$ cat config.mk
export PLATFORM = sky130hd
export DESIGN_NAME = ser_serializer
export DESIGN_NICKNAME = d
export VERILOG_FILES = /design/src/pkg/ser_pkg.sv /design/src/ser_lane_shift.sv /design/src/ser_serializer.sv
export VERILOG_INCLUDE_DIRS = /design/src /design/src/pkg
export SDC_FILE = /design/constraint.sdc
export NUM_CORES = 1
export LEC_CHECK = 0
export ABC_CLOCK_PERIOD_IN_PS = 3400
export BUFFER_PORTS_ARGS = -buffer_cell sky130_fd_sc_hd__buf_2
export CORE_ASPECT_RATIO = 1.5
export CORE_MARGIN = 1
export CORE_UTILIZATION = 25
export DETAILED_ROUTE_END_ITERATION = 10
export PLACE_DENSITY = 0.51
export SYNTH_ARGS = -nofsm -noshare
export SYNTH_HDL_FRONTEND = slang
export SYNTH_SLANG_ARGS = --single-unit
$ cat constraint.sdc
create_clock -name clk -period 3.4 [get_ports clk]
set_input_delay 0.51 -clock clk [delete_from_list [all_inputs] [get_ports clk]]
set_output_delay 0.51 -clock clk [all_outputs]
set_load 0.01 [all_outputs]
$ cat src/pkg/ser_params.svh
`ifndef SER_PARAMS_SVH
`define SER_PARAMS_SVH

// Lane geometry
`define SER_LANES          3
`define SER_BITS           7
`define SER_WORD           21
// Forwarded clock stays high for this many bit slots
`define SER_FCLK_HIGH      4
// Clock rate of the block
`define SER_CLK_MHZ        40
// Typical lock time after release, in microseconds
`define SER_LOCK_US        1000
// Typical disable time, in nanoseconds
`define SER_DISABLE_NS     250
`define SER_CLK_NS         25
// Cycles of clk allowed to reach the off state (rounded down)
`define SER_DISABLE_CYC    (`SER_DISABLE_NS / `SER_CLK_NS)
// Cycles of clk to wait for lock
`define SER_LOCK_CYC       (`SER_LOCK_US * `SER_CLK_MHZ)
// Width of the input clock period counter
`define SER_PER_W          8

`endif

$ cat src/pkg/ser_pkg.sv
package ser_pkg;

  // Power state, Gray coded along off -> locking -> run
  typedef enum logic [1:0]
  {
    SER_OFF  = 2'b00,
    SER_LOCK = 2'b01,
    SER_RUN  = 2'b11
  } ser_state_t;

endpackage

$ cat src/ser_lane_shift.sv
`timescale 1ns/1ps
`include "ser_params.svh"

// Parallel-load, serial-out register for one lane, LSB first
module ser_lane_shift
(
  input  wire logic                  clk,
  input  wire logic                  clear,
  input  wire logic                  load,
  input  wire logic                  shift,
  input  wire logic [`SER_BITS-1:0]  par,
  output logic                       ser_out
);

  logic [`SER_BITS-1:0] sh;

  // Clear wins over load, load over shift
  always_ff @(posedge clk)
  begin
    if (clear)
      sh <= '0;
    else if (load)
      sh <= par;
    else if (shift)
      sh <= {1'b0, sh[`SER_BITS-1:1]};
  end

  assign ser_out = sh[0];

endmodule

$ cat src/ser_serializer.sv
`timescale 1ns/1ps
`include "ser_params.svh"

// Function
// RULE1: Capture all 21 inputs on input clock rise
// RULE2: Three 7-bit parallel-load serial-out registers
// RULE3: Bit rate is seven times input clock
// RULE4: Three lanes plus forwarded clock drive out
// RULE5: Forwarded clock matches input clock frequency
// RULE6: Shutdown low stops clock, drivers off
// RULE7: Shutdown low clears every internal register (the pin synchronisers clear on rst_n only)
// RULE8: Input clock 20 to 68 MHz locks (the code serialises input clocks only up to clk/7)
// RULE9: Lanes valid about 1 ms after release
// RULE10: Off state, clock low, within 250 ns
// RULE11: Forwarded clock high four of seven bits
// RULE12: Captured word shifts out next input period
// RULE13: Lane k bit j is input 7k+j
module ser_serializer
  import ser_pkg::*;
#(
  parameter int LOCK_CYCLES = `SER_LOCK_CYC
)
(
  input  wire logic                  clk,
  input  wire logic                  rst_n,
  input  wire logic                  parallel_clock_in,
  input  wire logic [`SER_WORD-1:0]  parallel_data_in,
  input  wire logic                  shutdown_clear_n,
  output logic [`SER_LANES-1:0]      serial_lane_out,
  output logic                       forwarded_clock_out,
  output logic                       driver_enable_n
);

  ////////////////////////////////////////////////////////////////////////
  // Pin synchronisers

  logic                 pclk_s1;
  logic                 pclk_s2;
  logic                 pclk_s3;
  logic                 sd_s1;
  logic                 sd_s2;
  logic [`SER_WORD-1:0] data_s1;
  logic [`SER_WORD-1:0] data_s2;

  // Data passes the same two stages as the clock, so they stay aligned
  always_ff @(posedge clk)
  begin
    if (!rst_n)
    begin
      pclk_s1 <= 1'b0;
      pclk_s2 <= 1'b0;
      pclk_s3 <= 1'b0;
      sd_s1   <= 1'b0;
      sd_s2   <= 1'b0;
      data_s1 <= '0;
      data_s2 <= '0;
    end
    else
    begin
      pclk_s1 <= parallel_clock_in;
      pclk_s2 <= pclk_s1;
      pclk_s3 <= pclk_s2;
      sd_s1   <= shutdown_clear_n;
      sd_s2   <= sd_s1;
      data_s1 <= parallel_data_in;
      data_s2 <= data_s1;
    end
  end

  wire pclk_rise = pclk_s2 & ~pclk_s3;
  wire clear     = ~rst_n | ~sd_s2;       // see RULE7

  ////////////////////////////////////////////////////////////////////////
  // Lock sequencing

  ser_state_t state;
  ser_state_t next_state;
  logic [31:0] lock_cnt;
  logic        load_d;
  wire         lock_done = (lock_cnt >= 32'(LOCK_CYCLES - 1));

  // Model of the multiplier settling time after release
  // Run begins at a word load, so the first forwarded pulse is whole
  always_comb
  begin
    next_state = state;
    unique case (state)
      SER_OFF:  next_state = SER_LOCK;
      SER_LOCK: if (lock_done && load_d) next_state = SER_RUN; // see RULE9
      SER_RUN:  next_state = SER_RUN;
      default:  next_state = SER_OFF;
    endcase
  end

  // Shutdown drops straight to off, well inside the disable time
  always_ff @(posedge clk)
  begin
    if (clear)
    begin
      state    <= SER_OFF;                 // see RULE10
      lock_cnt <= '0;
    end
    else
    begin
      state    <= next_state;
      lock_cnt <= (state == SER_LOCK) ? lock_cnt + 32'd1 : '0;
    end
  end

  wire running = (state == SER_RUN);

  ////////////////////////////////////////////////////////////////////////
  // Input period measure and bit-tick synthesis

  logic [`SER_PER_W-1:0] per_cnt;
  logic [`SER_PER_W-1:0] period;
  logic [`SER_PER_W:0]   acc;
  logic [2:0]            bit_idx;

  // Counter saturates, so a stopped input clock cannot wrap it
  wire per_max = &per_cnt;
  wire [`SER_PER_W:0] acc_sum = acc + (`SER_PER_W+1)'(`SER_BITS);
  // Fractional divider: seven ticks per measured input period
  wire bit_tick = (acc_sum >= {1'b0, period});        // see RULE3
  wire last_bit = (bit_idx == 3'(`SER_BITS - 1));
  wire do_shift = bit_tick & ~last_bit & ~load_d;

  always_ff @(posedge clk)
  begin
    if (clear)
      per_cnt <= '0;
    else if (pclk_rise)
      per_cnt <= (`SER_PER_W)'(1);
    else if (!per_max)
      per_cnt <= per_cnt + (`SER_PER_W)'(1);
  end

  // Limitation: the input clock must be at most clk/7 to fit seven bit slots
  always_ff @(posedge clk)
  begin
    if (clear)
      period <= '0;
    else if (pclk_rise)
      period <= per_cnt;                     // see RULE8
  end

  // Phase restarts on each load so bit 0 lines up with the word
  always_ff @(posedge clk)
  begin
    if (clear || load_d)
      acc <= '0;
    else if (bit_tick)
      acc <= acc_sum - {1'b0, period};
    else
      acc <= acc_sum;
  end

  always_ff @(posedge clk)
  begin
    if (clear || load_d)
      bit_idx <= '0;
    else if (do_shift)
      bit_idx <= bit_idx + 3'd1;             // see RULE12
  end

  ////////////////////////////////////////////////////////////////////////
  // Capture and shift

  logic [`SER_WORD-1:0] capture;

  // Word of this edge is loaded one cycle later, after the old one ends
  always_ff @(posedge clk)
  begin
    if (clear)
    begin
      capture <= '0;
      load_d  <= 1'b0;
    end
    else
    begin
      if (pclk_rise)
        capture <= data_s2;                  // see RULE1
      load_d <= pclk_rise;
    end
  end

  genvar k;
  generate
    for (k = 0; k < `SER_LANES; k++)
    begin : g_lane
      // Lane k carries inputs 7k..7k+6, lowest first
      ser_lane_shift u_shift
      (
        .clk     (clk),
        .clear   (clear),
        .load    (load_d),                   // see RULE2
        .shift   (do_shift),
        .par     (capture[k*`SER_BITS +: `SER_BITS]),  // see RULE13
        .ser_out (serial_lane_out[k])        // see RULE4
      );
    end
  endgenerate

  ////////////////////////////////////////////////////////////////////////
  // Forwarded clock and driver enable

  // High in bit slots 0..3, one cycle per input cycle
  wire fclk_high = (bit_idx < 3'(`SER_FCLK_HIGH));

  always_ff @(posedge clk)
  begin
    if (clear)
    begin
      forwarded_clock_out <= 1'b0;           // see RULE6
      driver_enable_n     <= 1'b1;
    end
    else
    begin
      forwarded_clock_out <= running & fclk_high;  // see RULE5, RULE11
      driver_enable_n     <= ~running;       // see RULE4
    end
  end

endmodule
==> summary by stage, run 1 <==
Finish
Leaving out fill and tap cells, the most frequent cells in the layout are sky130_fd_sc_hd__dfxtp_1, sky130_fd_sc_hd__nand2_1, sky130_fd_sc_hd__nor2_1, sky130_fd_sc_hd__and2_1, sky130_fd_sc_hd__inv_1. The share of layout cells above drive strength 1 is between 10% and 20%. For this run, the share of the core covered by cells in the final layout is just under 30%. The summed area of non-filler cells in the final layout is approximately 7000 µm².

The number of antenna diodes in the final layout is 0. The most common cell after layout, fill and taps aside is sky130_fd_sc_hd__dfxtp_1. The final-stage net count is approximately 700. The area growth from synthesis to layout is 17.4%.

Synthesis
Among all flip-flop cells after synthesis, the most frequent one is sky130_fd_sc_hd__dfxtp_1. The synthesized cell area is 5980 µm². Summing the sequential cell areas from Yosys gives 51.5% of the chip area. The number of nets in the synthesized netlist is just under 700.

Of the post-synthesis cell area, the dominant cell type holds around half. In the post-synthesis netlist, the biggest area contributors are sky130_fd_sc_hd__dfxtp_1, sky130_fd_sc_hd__and2_1, sky130_fd_sc_hd__nand2_1, sky130_fd_sc_hd__nor2_1, sky130_fd_sc_hd__xor2_1. The synthesized-area fraction occupied by ao, oa, aoi and oai cells is between 10% and 20%. sky130_fd_sc_hd__dfxtp_1 takes more of the synthesized area than any other cell.

Counting flops with an async set or reset pin after synthesis yields a share of 0%. The post-synthesis cell count is 640. Of the total synthesized cell area, the portion taken by full adders, half adders and majority gates is 3.05%. The main combinational cell family by area after synthesis is simple AND/OR/NAND/NOR gates. A synthesized cell averages roughly 9.3 µm². The Yosys step of the flow raised 0 warnings.

Multiplexer cells account for less than 1% of the synthesized area. The register bit count reported by yosys is 154. The synthesized netlist devotes around 6.3% of its cell area to XOR and XNOR gates. The number of enable-type register cells in the synthesized netlist is 0. After synthesis, the netlist uses between 50 and 60 different library cells.

The synthesized netlist devotes between 20% and 30% of its cell area to simple gates.

Setup path
The top fanout value on the critical path is 22. The worst setup path is of the register to register kind. The worst setup path is launched from a register.

The critical path capture point type is a register. The data required time of the worst path is approximately 3.7 ns. For the worst setup path, the data arrival time is approximately 3.3 ns.

Global routing
The first global-routing pass estimated roughly 20 mm of wire. The number of global-route vias before repair is 4176. In the global route stage, met2 resource usage came out at between 10% and 20%. Global routing finished with a remaining overflow of 0. The total global routing track utilization is 10.6%. Entering global routing, the biggest net connects 44 pins.

For this run, global-route usage on met1 was measured as about an eighth. The number of antenna violations at the first check in global routing is 0. Global routing used roughly 2.9% of the available met3 tracks.

After global routing, the most crowded layer is met2.

Floorplanning
The width of the chip is 128 µm. The floorplan step defined a die boundary enclosing 24600 µm². Once the floorplan was initialized, standard cells occupied approximately a quarter of the core. Pin placement for this block handled 30 I/O pins. The die span in y is roughly 190 µm.

The number of core rows is about 70. The core region area is 23600 µm².

Timing
The worst max-slew margin expressed relative to the limit is between 30% and 40%. The total count of max-transition violations in the final report came to 0. Setup repair after global routing left no endpoint under its margin. At the pin with the least slew margin, the transition time is between 0.9 and 1 ns. The count of final setup violators is 0. The final critical delay including setup and external delays is about 3.0 ns. In the finished design, the share of the clock period the worst path needs comes to between 80% and 90%.

The count of final hold-check violations is 0. The total negative setup slack is 0 ns. The clock arrives with 0.0138 ns of skew. The highest clock frequency the design can meet is 329 MHz.

Power
The maximum VDD drop is about 0.32 mV. The standby leakage power is 2.44 nW. The total power density per cell area is 553 nW/µm².

Clocking
The number of hold buffers added after CTS was 0. The clock tree from TritonCTS is done. The number of levels in the clock H-tree is 4.

The clock tree root driver cell is sky130_fd_sc_hd__clkbuf_16. The clock latency on the worst-skew pair is approximately 0.43 ns. The clock input transition at the sequential cells of the worst setup and hold paths is around 0.07 ns. The clock net in this run drives a total of around 150 sinks. The number of buffers added by the clock tree synthesis step is 17. The largest buffer count on any clock path is 2. Once the clock tree was built, the resizer swapped 0 gates to a different size. Buffers added to address setup during post-CTS repair amount to 0.

Place
In this run the tool buffered the top-level ports with 29 buffer cells. Summing all placed instances gives a cell area of about 6400 µm². The final estimated routing congestion in global placement is ~0.76.

After legalization and detailed placement, the total HPWL measured 8.04 mm.

Routing
The count of vias placed by the detailed router is around 4200. The antenna violation net count after detailed routing is 0. The detail-routed net length per standard cell is ~12 µm.

For this run, the detailed router's first-pass iteration total came to 6. The total wire length after detailed routing is ~12 mm. The number of design-rule violations left by the first detailed-router iteration is 256. For this run, design rule violations remaining after detail routing come to 0.

In the routed layout, each cell is associated on average with a via count of approximately 4.2.

Hold path
The path class of the lowest-slack min-delay path is primary input to register.

Status
The run finished with clean final reports.

Job
The number of max-cap violations is 0.
-- worst paths after layout --
check	start	endpoint	slack [ns]	depth (start not counted)
worst min-delay path	parallel_data_in[13]	data_s1[13]	0.28	2
worst max register to register	acc[0]	g_lane[0].u_shift.sh[4]	0.36	13
worst min register to register	data_s2[4]	capture[4]	0.42	2
worst max-delay path	acc[0]	g_lane[0].u_shift.sh[4]	0.36	13
-- kinds of logic after synthesis --
logic type	count (synthesis)
xor gates and xnor gates	43
buffers and inverters	73
adders and majority gates	14
muxes	4
AOI/OAI and AO/OA	111
and+or+nand+nor	241
DFF	154
-- registers in the layout, summed over array words and instances (netlist names) --
| register | count |
|---|---|
| bit_idx | 3 |
| acc | 9 |
| per_cnt | 8 |
| data_s2 | 21 |
| state | 2 |
| pclk_s3 | 1 |
| forwarded_clock_out | 1 |
| driver_enable_n | 1 |
| period | 8 |
| pclk_s2 | 1 |
| sd_s2 | 1 |
| capture | 21 |
| pclk_s1 | 1 |
| load_d | 1 |
| lock_cnt | 32 |
| g_lane.u_shift.sh | 21 |
| data_s1 | 21 |
| sd_s1 | 1 |
-- synthesized netlist by cell type, types with 2 or more instances --
library cell               count
sky130_fd_sc_hd__nand3b_1      5
sky130_fd_sc_hd__buf_2         2
sky130_fd_sc_hd__xnor2_1      20
sky130_fd_sc_hd__mux2i_1       4
sky130_fd_sc_hd__a211o_1       3
sky130_fd_sc_hd__a221oi_1     19
sky130_fd_sc_hd__and2_0        2
sky130_fd_sc_hd__nor2_1       56
sky130_fd_sc_hd__a31oi_1      23
sky130_fd_sc_hd__and2_1       50
sky130_fd_sc_hd__buf_6         4
sky130_fd_sc_hd__nor3_2        2
sky130_fd_sc_hd__dfxtp_1     154
sky130_fd_sc_hd__buf_4         3
sky130_fd_sc_hd__nor2b_1       4
sky130_fd_sc_hd__a21oi_1      17
sky130_fd_sc_hd__nand2b_1      5
sky130_fd_sc_hd__clkbuf_1     24
sky130_fd_sc_hd__or3_1         2
sky130_fd_sc_hd__o21ai_0      30
sky130_fd_sc_hd__a211oi_1      2
sky130_fd_sc_hd__nand4_1      10
sky130_fd_sc_hd__ha_1         13
sky130_fd_sc_hd__a311oi_2      2
sky130_fd_sc_hd__nor4_1        6
sky130_fd_sc_hd__a22o_1        4
sky130_fd_sc_hd__xor2_1       23
sky130_fd_sc_hd__inv_1        39
sky130_fd_sc_hd__nand2_1      63
sky130_fd_sc_hd__a21o_1        2
sky130_fd_sc_hd__nand3_1      20
sky130_fd_sc_hd__nor3_1        4
sky130_fd_sc_hd__and4_1        5
-- cell type report --
| cell class | instances | area (µm²) |
|---|---|---|
| inverters | 39 | 146 |
| multi-input cells | 413 | 2580 |
| fillers | 2492 | 16500 |
| repair buffers | 39 | 220 |
| well taps | 319 | 399 |
| clock inverters | 15 | 165 |
| clock buffers | 17 | 425 |
| flip-flops and latches | 154 | 3080 |
-- worst max-delay path, stage by stage (launching register included) --
cell                       delay [ns]
sky130_fd_sc_hd__dfxtp_1         0.37
sky130_fd_sc_hd__inv_1           0.07
sky130_fd_sc_hd__ha_1            0.22
sky130_fd_sc_hd__nand2b_1        0.15
sky130_fd_sc_hd__nand2_1         0.09
sky130_fd_sc_hd__xnor2_1         0.19
sky130_fd_sc_hd__ha_1            0.31
sky130_fd_sc_hd__a21o_1          0.22
sky130_fd_sc_hd__a211o_1         0.30
sky130_fd_sc_hd__o221a_4         0.23
sky130_fd_sc_hd__or2_1           0.22
sky130_fd_sc_hd__buf_4           0.22
sky130_fd_sc_hd__a31oi_1         0.20
sky130_fd_sc_hd__a221oi_1        0.10
-- per-layer routing --
metal | routed length, µm | vias to the layer above
met4 | 406 | 0
met2 | 5790 | 51
met3 | 290 | 17
met1 | 5320 | 1937
met5 | 0 | -
li1 | - | 2218
-- power by group --
part | internal, mW | switching (mW) | leakage [nW]
sequential | 1.83 | 0.00840 | 1.25
combinational | 0.0771 | 0.106 | 0.898
clock | 0.990 | 0.871 | 0.293
total | 2.90 | 0.986 | 2.44
-- metrics by stage --
stage,std cells,setup slack [ns],power (mW),hold WS [ns]
floorplan,640,0.604,2.03,0.401
global placement,964,0.448,2.07,0.411
detailed placement,964,0.383,2.07,0.415
finish,996,0.364,3.89,0.281
CTS,996,0.377,3.96,0.251
global route,996,0.143,4.07,0.258
Note: power is estimated with default switching activity, not from simulation.
==> run 2: changes to the inputs <==
Settings changed: ABC_AREA set to 1, ABC_CLOCK_PERIOD_IN_PS 3400 to not set.
==> summary by stage, run 2 <==
Floorplanning
The width of the chip is 134 µm (+4.0%). The area of the die is 26600 µm² (+8.3%). The number of core rows is 71 (+2.9%). The die span in y is 199 µm (+4.1%). The initial standard-cell utilization of the core is 25.6% (+0.23 points). The core region area is 25300 µm² (+7.4%).

The number of top-level pins was 30 (unchanged).

Finish
The count of placed standard cells in the final layout, fillers left out is 1199 (+20%). The flip-flop count of the largest register after layout is 32 (unchanged). In the layout the commonest cells are sky130_fd_sc_hd__nand2_1, sky130_fd_sc_hd__dfxtp_1, sky130_fd_sc_hd__inv_1, sky130_fd_sc_hd__a21oi_1, sky130_fd_sc_hd__nand3_1.

The post-layout utilization of the core is 29.8% (about the same). The final antenna diode count is 0 (unchanged). The register with the most flip-flops in the final layout is lock_cnt. The layout overhead on the synthesized area is 16.3%. The final-stage net count is 898 (+28%).

The most common cell after layout, fill and taps aside is sky130_fd_sc_hd__nand2_1. The share of layout cells above drive strength 1 is 10.6% (-1.7 points).

Timing
The ratio of final minimum period to clock period is 83.1% (-6.2 points). The count of final hold-check violations is 0 (unchanged). The worst hold margin is 0.270 ns (-0.0106 ns). The highest clock frequency the design can meet is 354 MHz (+7.4%). The total count of max-transition violations in the final report is 0 (unchanged). The final critical delay including setup and external delays was 2.83 ns (-0.210 ns). The total negative setup slack is 0 ns (unchanged). The transition time of the tightest slew-check pin is 0.782 ns (-0.145 ns).

The count of final setup violators was 0 (unchanged). Setup repair after global routing left no endpoint under its margin. The maximum clock skew at final layout came to 0.0105 ns (-0.00336 ns). The worst max-slew margin expressed relative to the limit is 47.6% (+9.5 points).

Synthesis
Summed over all instances, the cell type with the most area after synthesis is sky130_fd_sc_hd__dfxtp_1. The synthesized netlist net count is 873 (+29%). The number of enable-type register cells in the synthesized netlist is 0 (unchanged). The post-synthesis async set-or-reset flop share is 0% (unchanged). The count of unique library cells instantiated by Yosys is 44 (-14%). Ranked by instance count, the synthesized netlist is headed by sky130_fd_sc_hd__nand2_1, sky130_fd_sc_hd__dfxtp_1, sky130_fd_sc_hd__inv_1.

By area the synthesized netlist is led by sky130_fd_sc_hd__dfxtp_1, sky130_fd_sc_hd__nand2_1, sky130_fd_sc_hd__inv_1, sky130_fd_sc_hd__a21oi_1, sky130_fd_sc_hd__nand3_1. The sequential share of the synthesized area was 47.5% (-4.0 points). The post-synthesis cell count is 834 (+30%).

The synthesized area divided by synthesized cell count is 7.78 µm² (-17%). The register bit count reported by yosys came to 154 (unchanged). The total of warnings raised by yosys is 0 (unchanged). The portion of synthesized cell area occupied by the leading cell type was 47.5% (-4.0 points). The most instantiated library cell after synthesis is sky130_fd_sc_hd__nand2_1. The synthesized cell area was 6480 µm² (+8.4%). Among all flip-flop cells after synthesis, the most frequent one is sky130_fd_sc_hd__dfxtp_1.

Setup path
In this run the critical register-to-register path is launched from acc[0]. The classification of the worst setup path is register to register. STA classifies the critical path endpoint as a register. The cell depth of the worst flop-to-flop path is 16 (+3). The data required time of the worst path was 3.68 ns (-0.02 ns). The worst setup path is launched from a register.

The arrival time of the worst setup path is 3.10 ns (-0.23 ns). The top fanout value on the critical path is 23 (+4.5%). The endpoint identified for the worst register-to-register timing path is g_lane[1].u_shift.sh[3].

The slack of the worst reg-to-reg path came to 0.57 ns (+0.21 ns).

Power
The switching power is 932 µW (-5.5%). The maximum VDD drop was 0.361 mV (+13%). The part of the total power dissipated in the clock network was 49.4% (+1.5 points).

The standby leakage power is 3.07 nW (+26%). The combinational cell fraction of total power was 5.5% (+0.8 points). The overall power of the completed layout is 4.09 mW (+5.3%). The switching power as a share of total power is 22.8% (-2.6 points). The part of the total power dissipated in sequential elements is 45.1% (-2.3 points).

The internal power contribution came to 3.16 mW (+9.0%). The total power density per cell area is 543 nW/µm² (-1.9%).

Global routing
The total congestion overflow is 0 (unchanged). The maximum number of pins on one net before global-route repair is 50 (+14%). The total global routing track utilization is 11.2% (+0.57 points). The global-route wire length before repair came to 23.5 mm (+17%).

The number of global-route vias before repair is 4917 (+18%). The number of antenna violations at the first check in global routing is 0 (unchanged).

Hold path
In this run the most critical hold path is launched from parallel_clock_in. The path class of the lowest-slack min-delay path is primary input to register. The cell depth of the worst hold path is 3 (+1).

For hold timing, the worst endpoint is pclk_s1.

Job
The number of max-cap violations is 0 (unchanged).

Clocking
The buffers inserted during post-CTS setup optimization was 0 (unchanged). The clock input transition at the sequential cells of the worst setup and hold paths is 0.06 ns (about the same). The number of gates given a new drive strength after cts was 0 (unchanged). The number of levels in the clock H-tree was 4 (unchanged). The largest buffer count on any clock path came to 2 (unchanged).

The clock tree from TritonCTS is done. The number of buffers added by the clock tree synthesis step is 17 (unchanged). The hold-fix buffer count after cts is 0 (unchanged). The clock sink total came to 154 (unchanged). The clock latency on the worst-skew pair is 0.42 ns (about the same). The tree is rooted in a sky130_fd_sc_hd__clkbuf_16.

Routing
The number of detailed-route iterations in the first pass was 4 (-2). The DRC violation count after routing is 0 (unchanged). The count of vias placed by the detailed router was 5118 (+21%). The number of design-rule violations left by the first detailed-router iteration was 319 (+25%). The antenna violation net count after detailed routing is 0 (unchanged). The detail-routed net length per standard cell was 11.6 µm (-2.3%). The total wire length after detailed routing is 13.9 mm (+18%). The average via count per standard cell is 4.27 (+0.67%).

Place
The port buffer count is 29 (unchanged). The cell total after placement is 1168 (+21%). The final HPWL from detailed placement is 10.1 mm (+25%). The final estimated routing congestion in global placement is 0.851 (+12%).

Status
The run finished with clean final reports.
[run 2: worst max-delay path by stage]
| stage | slack (ns) | to | cells past startpoint | start |
|---|---|---|---|---|
| after floorplan | 0.87 | g_lane[2].u_shift.sh[0] | 17 | acc[0] |
| after global placement | 0.63 | g_lane[0].u_shift.sh[0] | 16 | acc[0] |
| after detailed placement | 0.57 | g_lane[1].u_shift.sh[3] | 16 | acc[0] |
| after CTS | 0.56 | g_lane[1].u_shift.sh[3] | 16 | acc[0] |
| after global routing | 0.35 | g_lane[1].u_shift.sh[4] | 16 | acc[0] |
| final | 0.57 | g_lane[1].u_shift.sh[3] | 16 | acc[0] |
[run 2: cells by family (layout without fill, tap and decap cells)]
kind of cell / Yosys count / in the layout / synth area share [%]
compound gates: 128 / 128 / 11.4
xor+xnor: 20 / 20 / 2.70
buf+inv: 158 / 195 / 10.1
flops: 154 / 154 / 47.5
simple gates: 360 / 360 / 25.4
fa+ha+maj: 14 / 14 / 2.82
[run 2: metal layers]
metal	routed length, µm	track usage, %	up-vias	part of all wire, %
met5	0	0	-	0
met4	355	5.77	0	2.6
met3	401	2.54	29	2.9
met2	7060	20.1	72	51
met1	6060	12.3	2305	44
li1	-	-	2712	-
[run 2: cell type report]
cell class | count | area [µm²]
fillers | 2746 | 17800
well taps | 328 | 410
clock inverters | 13 | 194
flip-flops and latches | 154 | 3080
inverters | 130 | 488
multi-input cells | 522 | 2750
clock buffers | 18 | 439
repair buffers | 34 | 183
[run 2: metrics by stage]
stage | setup slack (ns) | instance area, µm²
after floorplan | 0.867 | 6480
after global placement | 0.634 | 6910
after detailed placement | 0.568 | 6910
after CTS | 0.562 | 7540
after global routing | 0.355 | 7540
final | 0.573 | 7540
[run 2: critical path: stages (launching register included)]
cell and delay, ns:
sky130_fd_sc_hd__dfxtp_1 0.34, sky130_fd_sc_hd__inv_1 0.08, sky130_fd_sc_hd__ha_1 0.26, sky130_fd_sc_hd__a21oi_4 0.21, sky130_fd_sc_hd__nand3_1 0.10, sky130_fd_sc_hd__xor2_1 0.14, sky130_fd_sc_hd__inv_1 0.08, sky130_fd_sc_hd__ha_1 0.34
sky130_fd_sc_hd__nand2_1 0.09, sky130_fd_sc_hd__nor2_1 0.05, sky130_fd_sc_hd__a21o_2 0.25, sky130_fd_sc_hd__nor2_8 0.16, sky130_fd_sc_hd__nand2_8 0.12, sky130_fd_sc_hd__nand2_8 0.18, sky130_fd_sc_hd__nand2_8 0.13, sky130_fd_sc_hd__nand2_1 0.10
sky130_fd_sc_hd__a21oi_1 0.06
[run 2: power by group through the flow]
stage	logic, mW	clock network, mW	registers, mW
floorplan	0.208	0	1.88
global placement	0.228	0	1.89
detailed placement	0.229	0	1.89
CTS	0.230	2.08	1.85
global route	0.258	2.15	1.85
finish	0.225	2.02	1.85
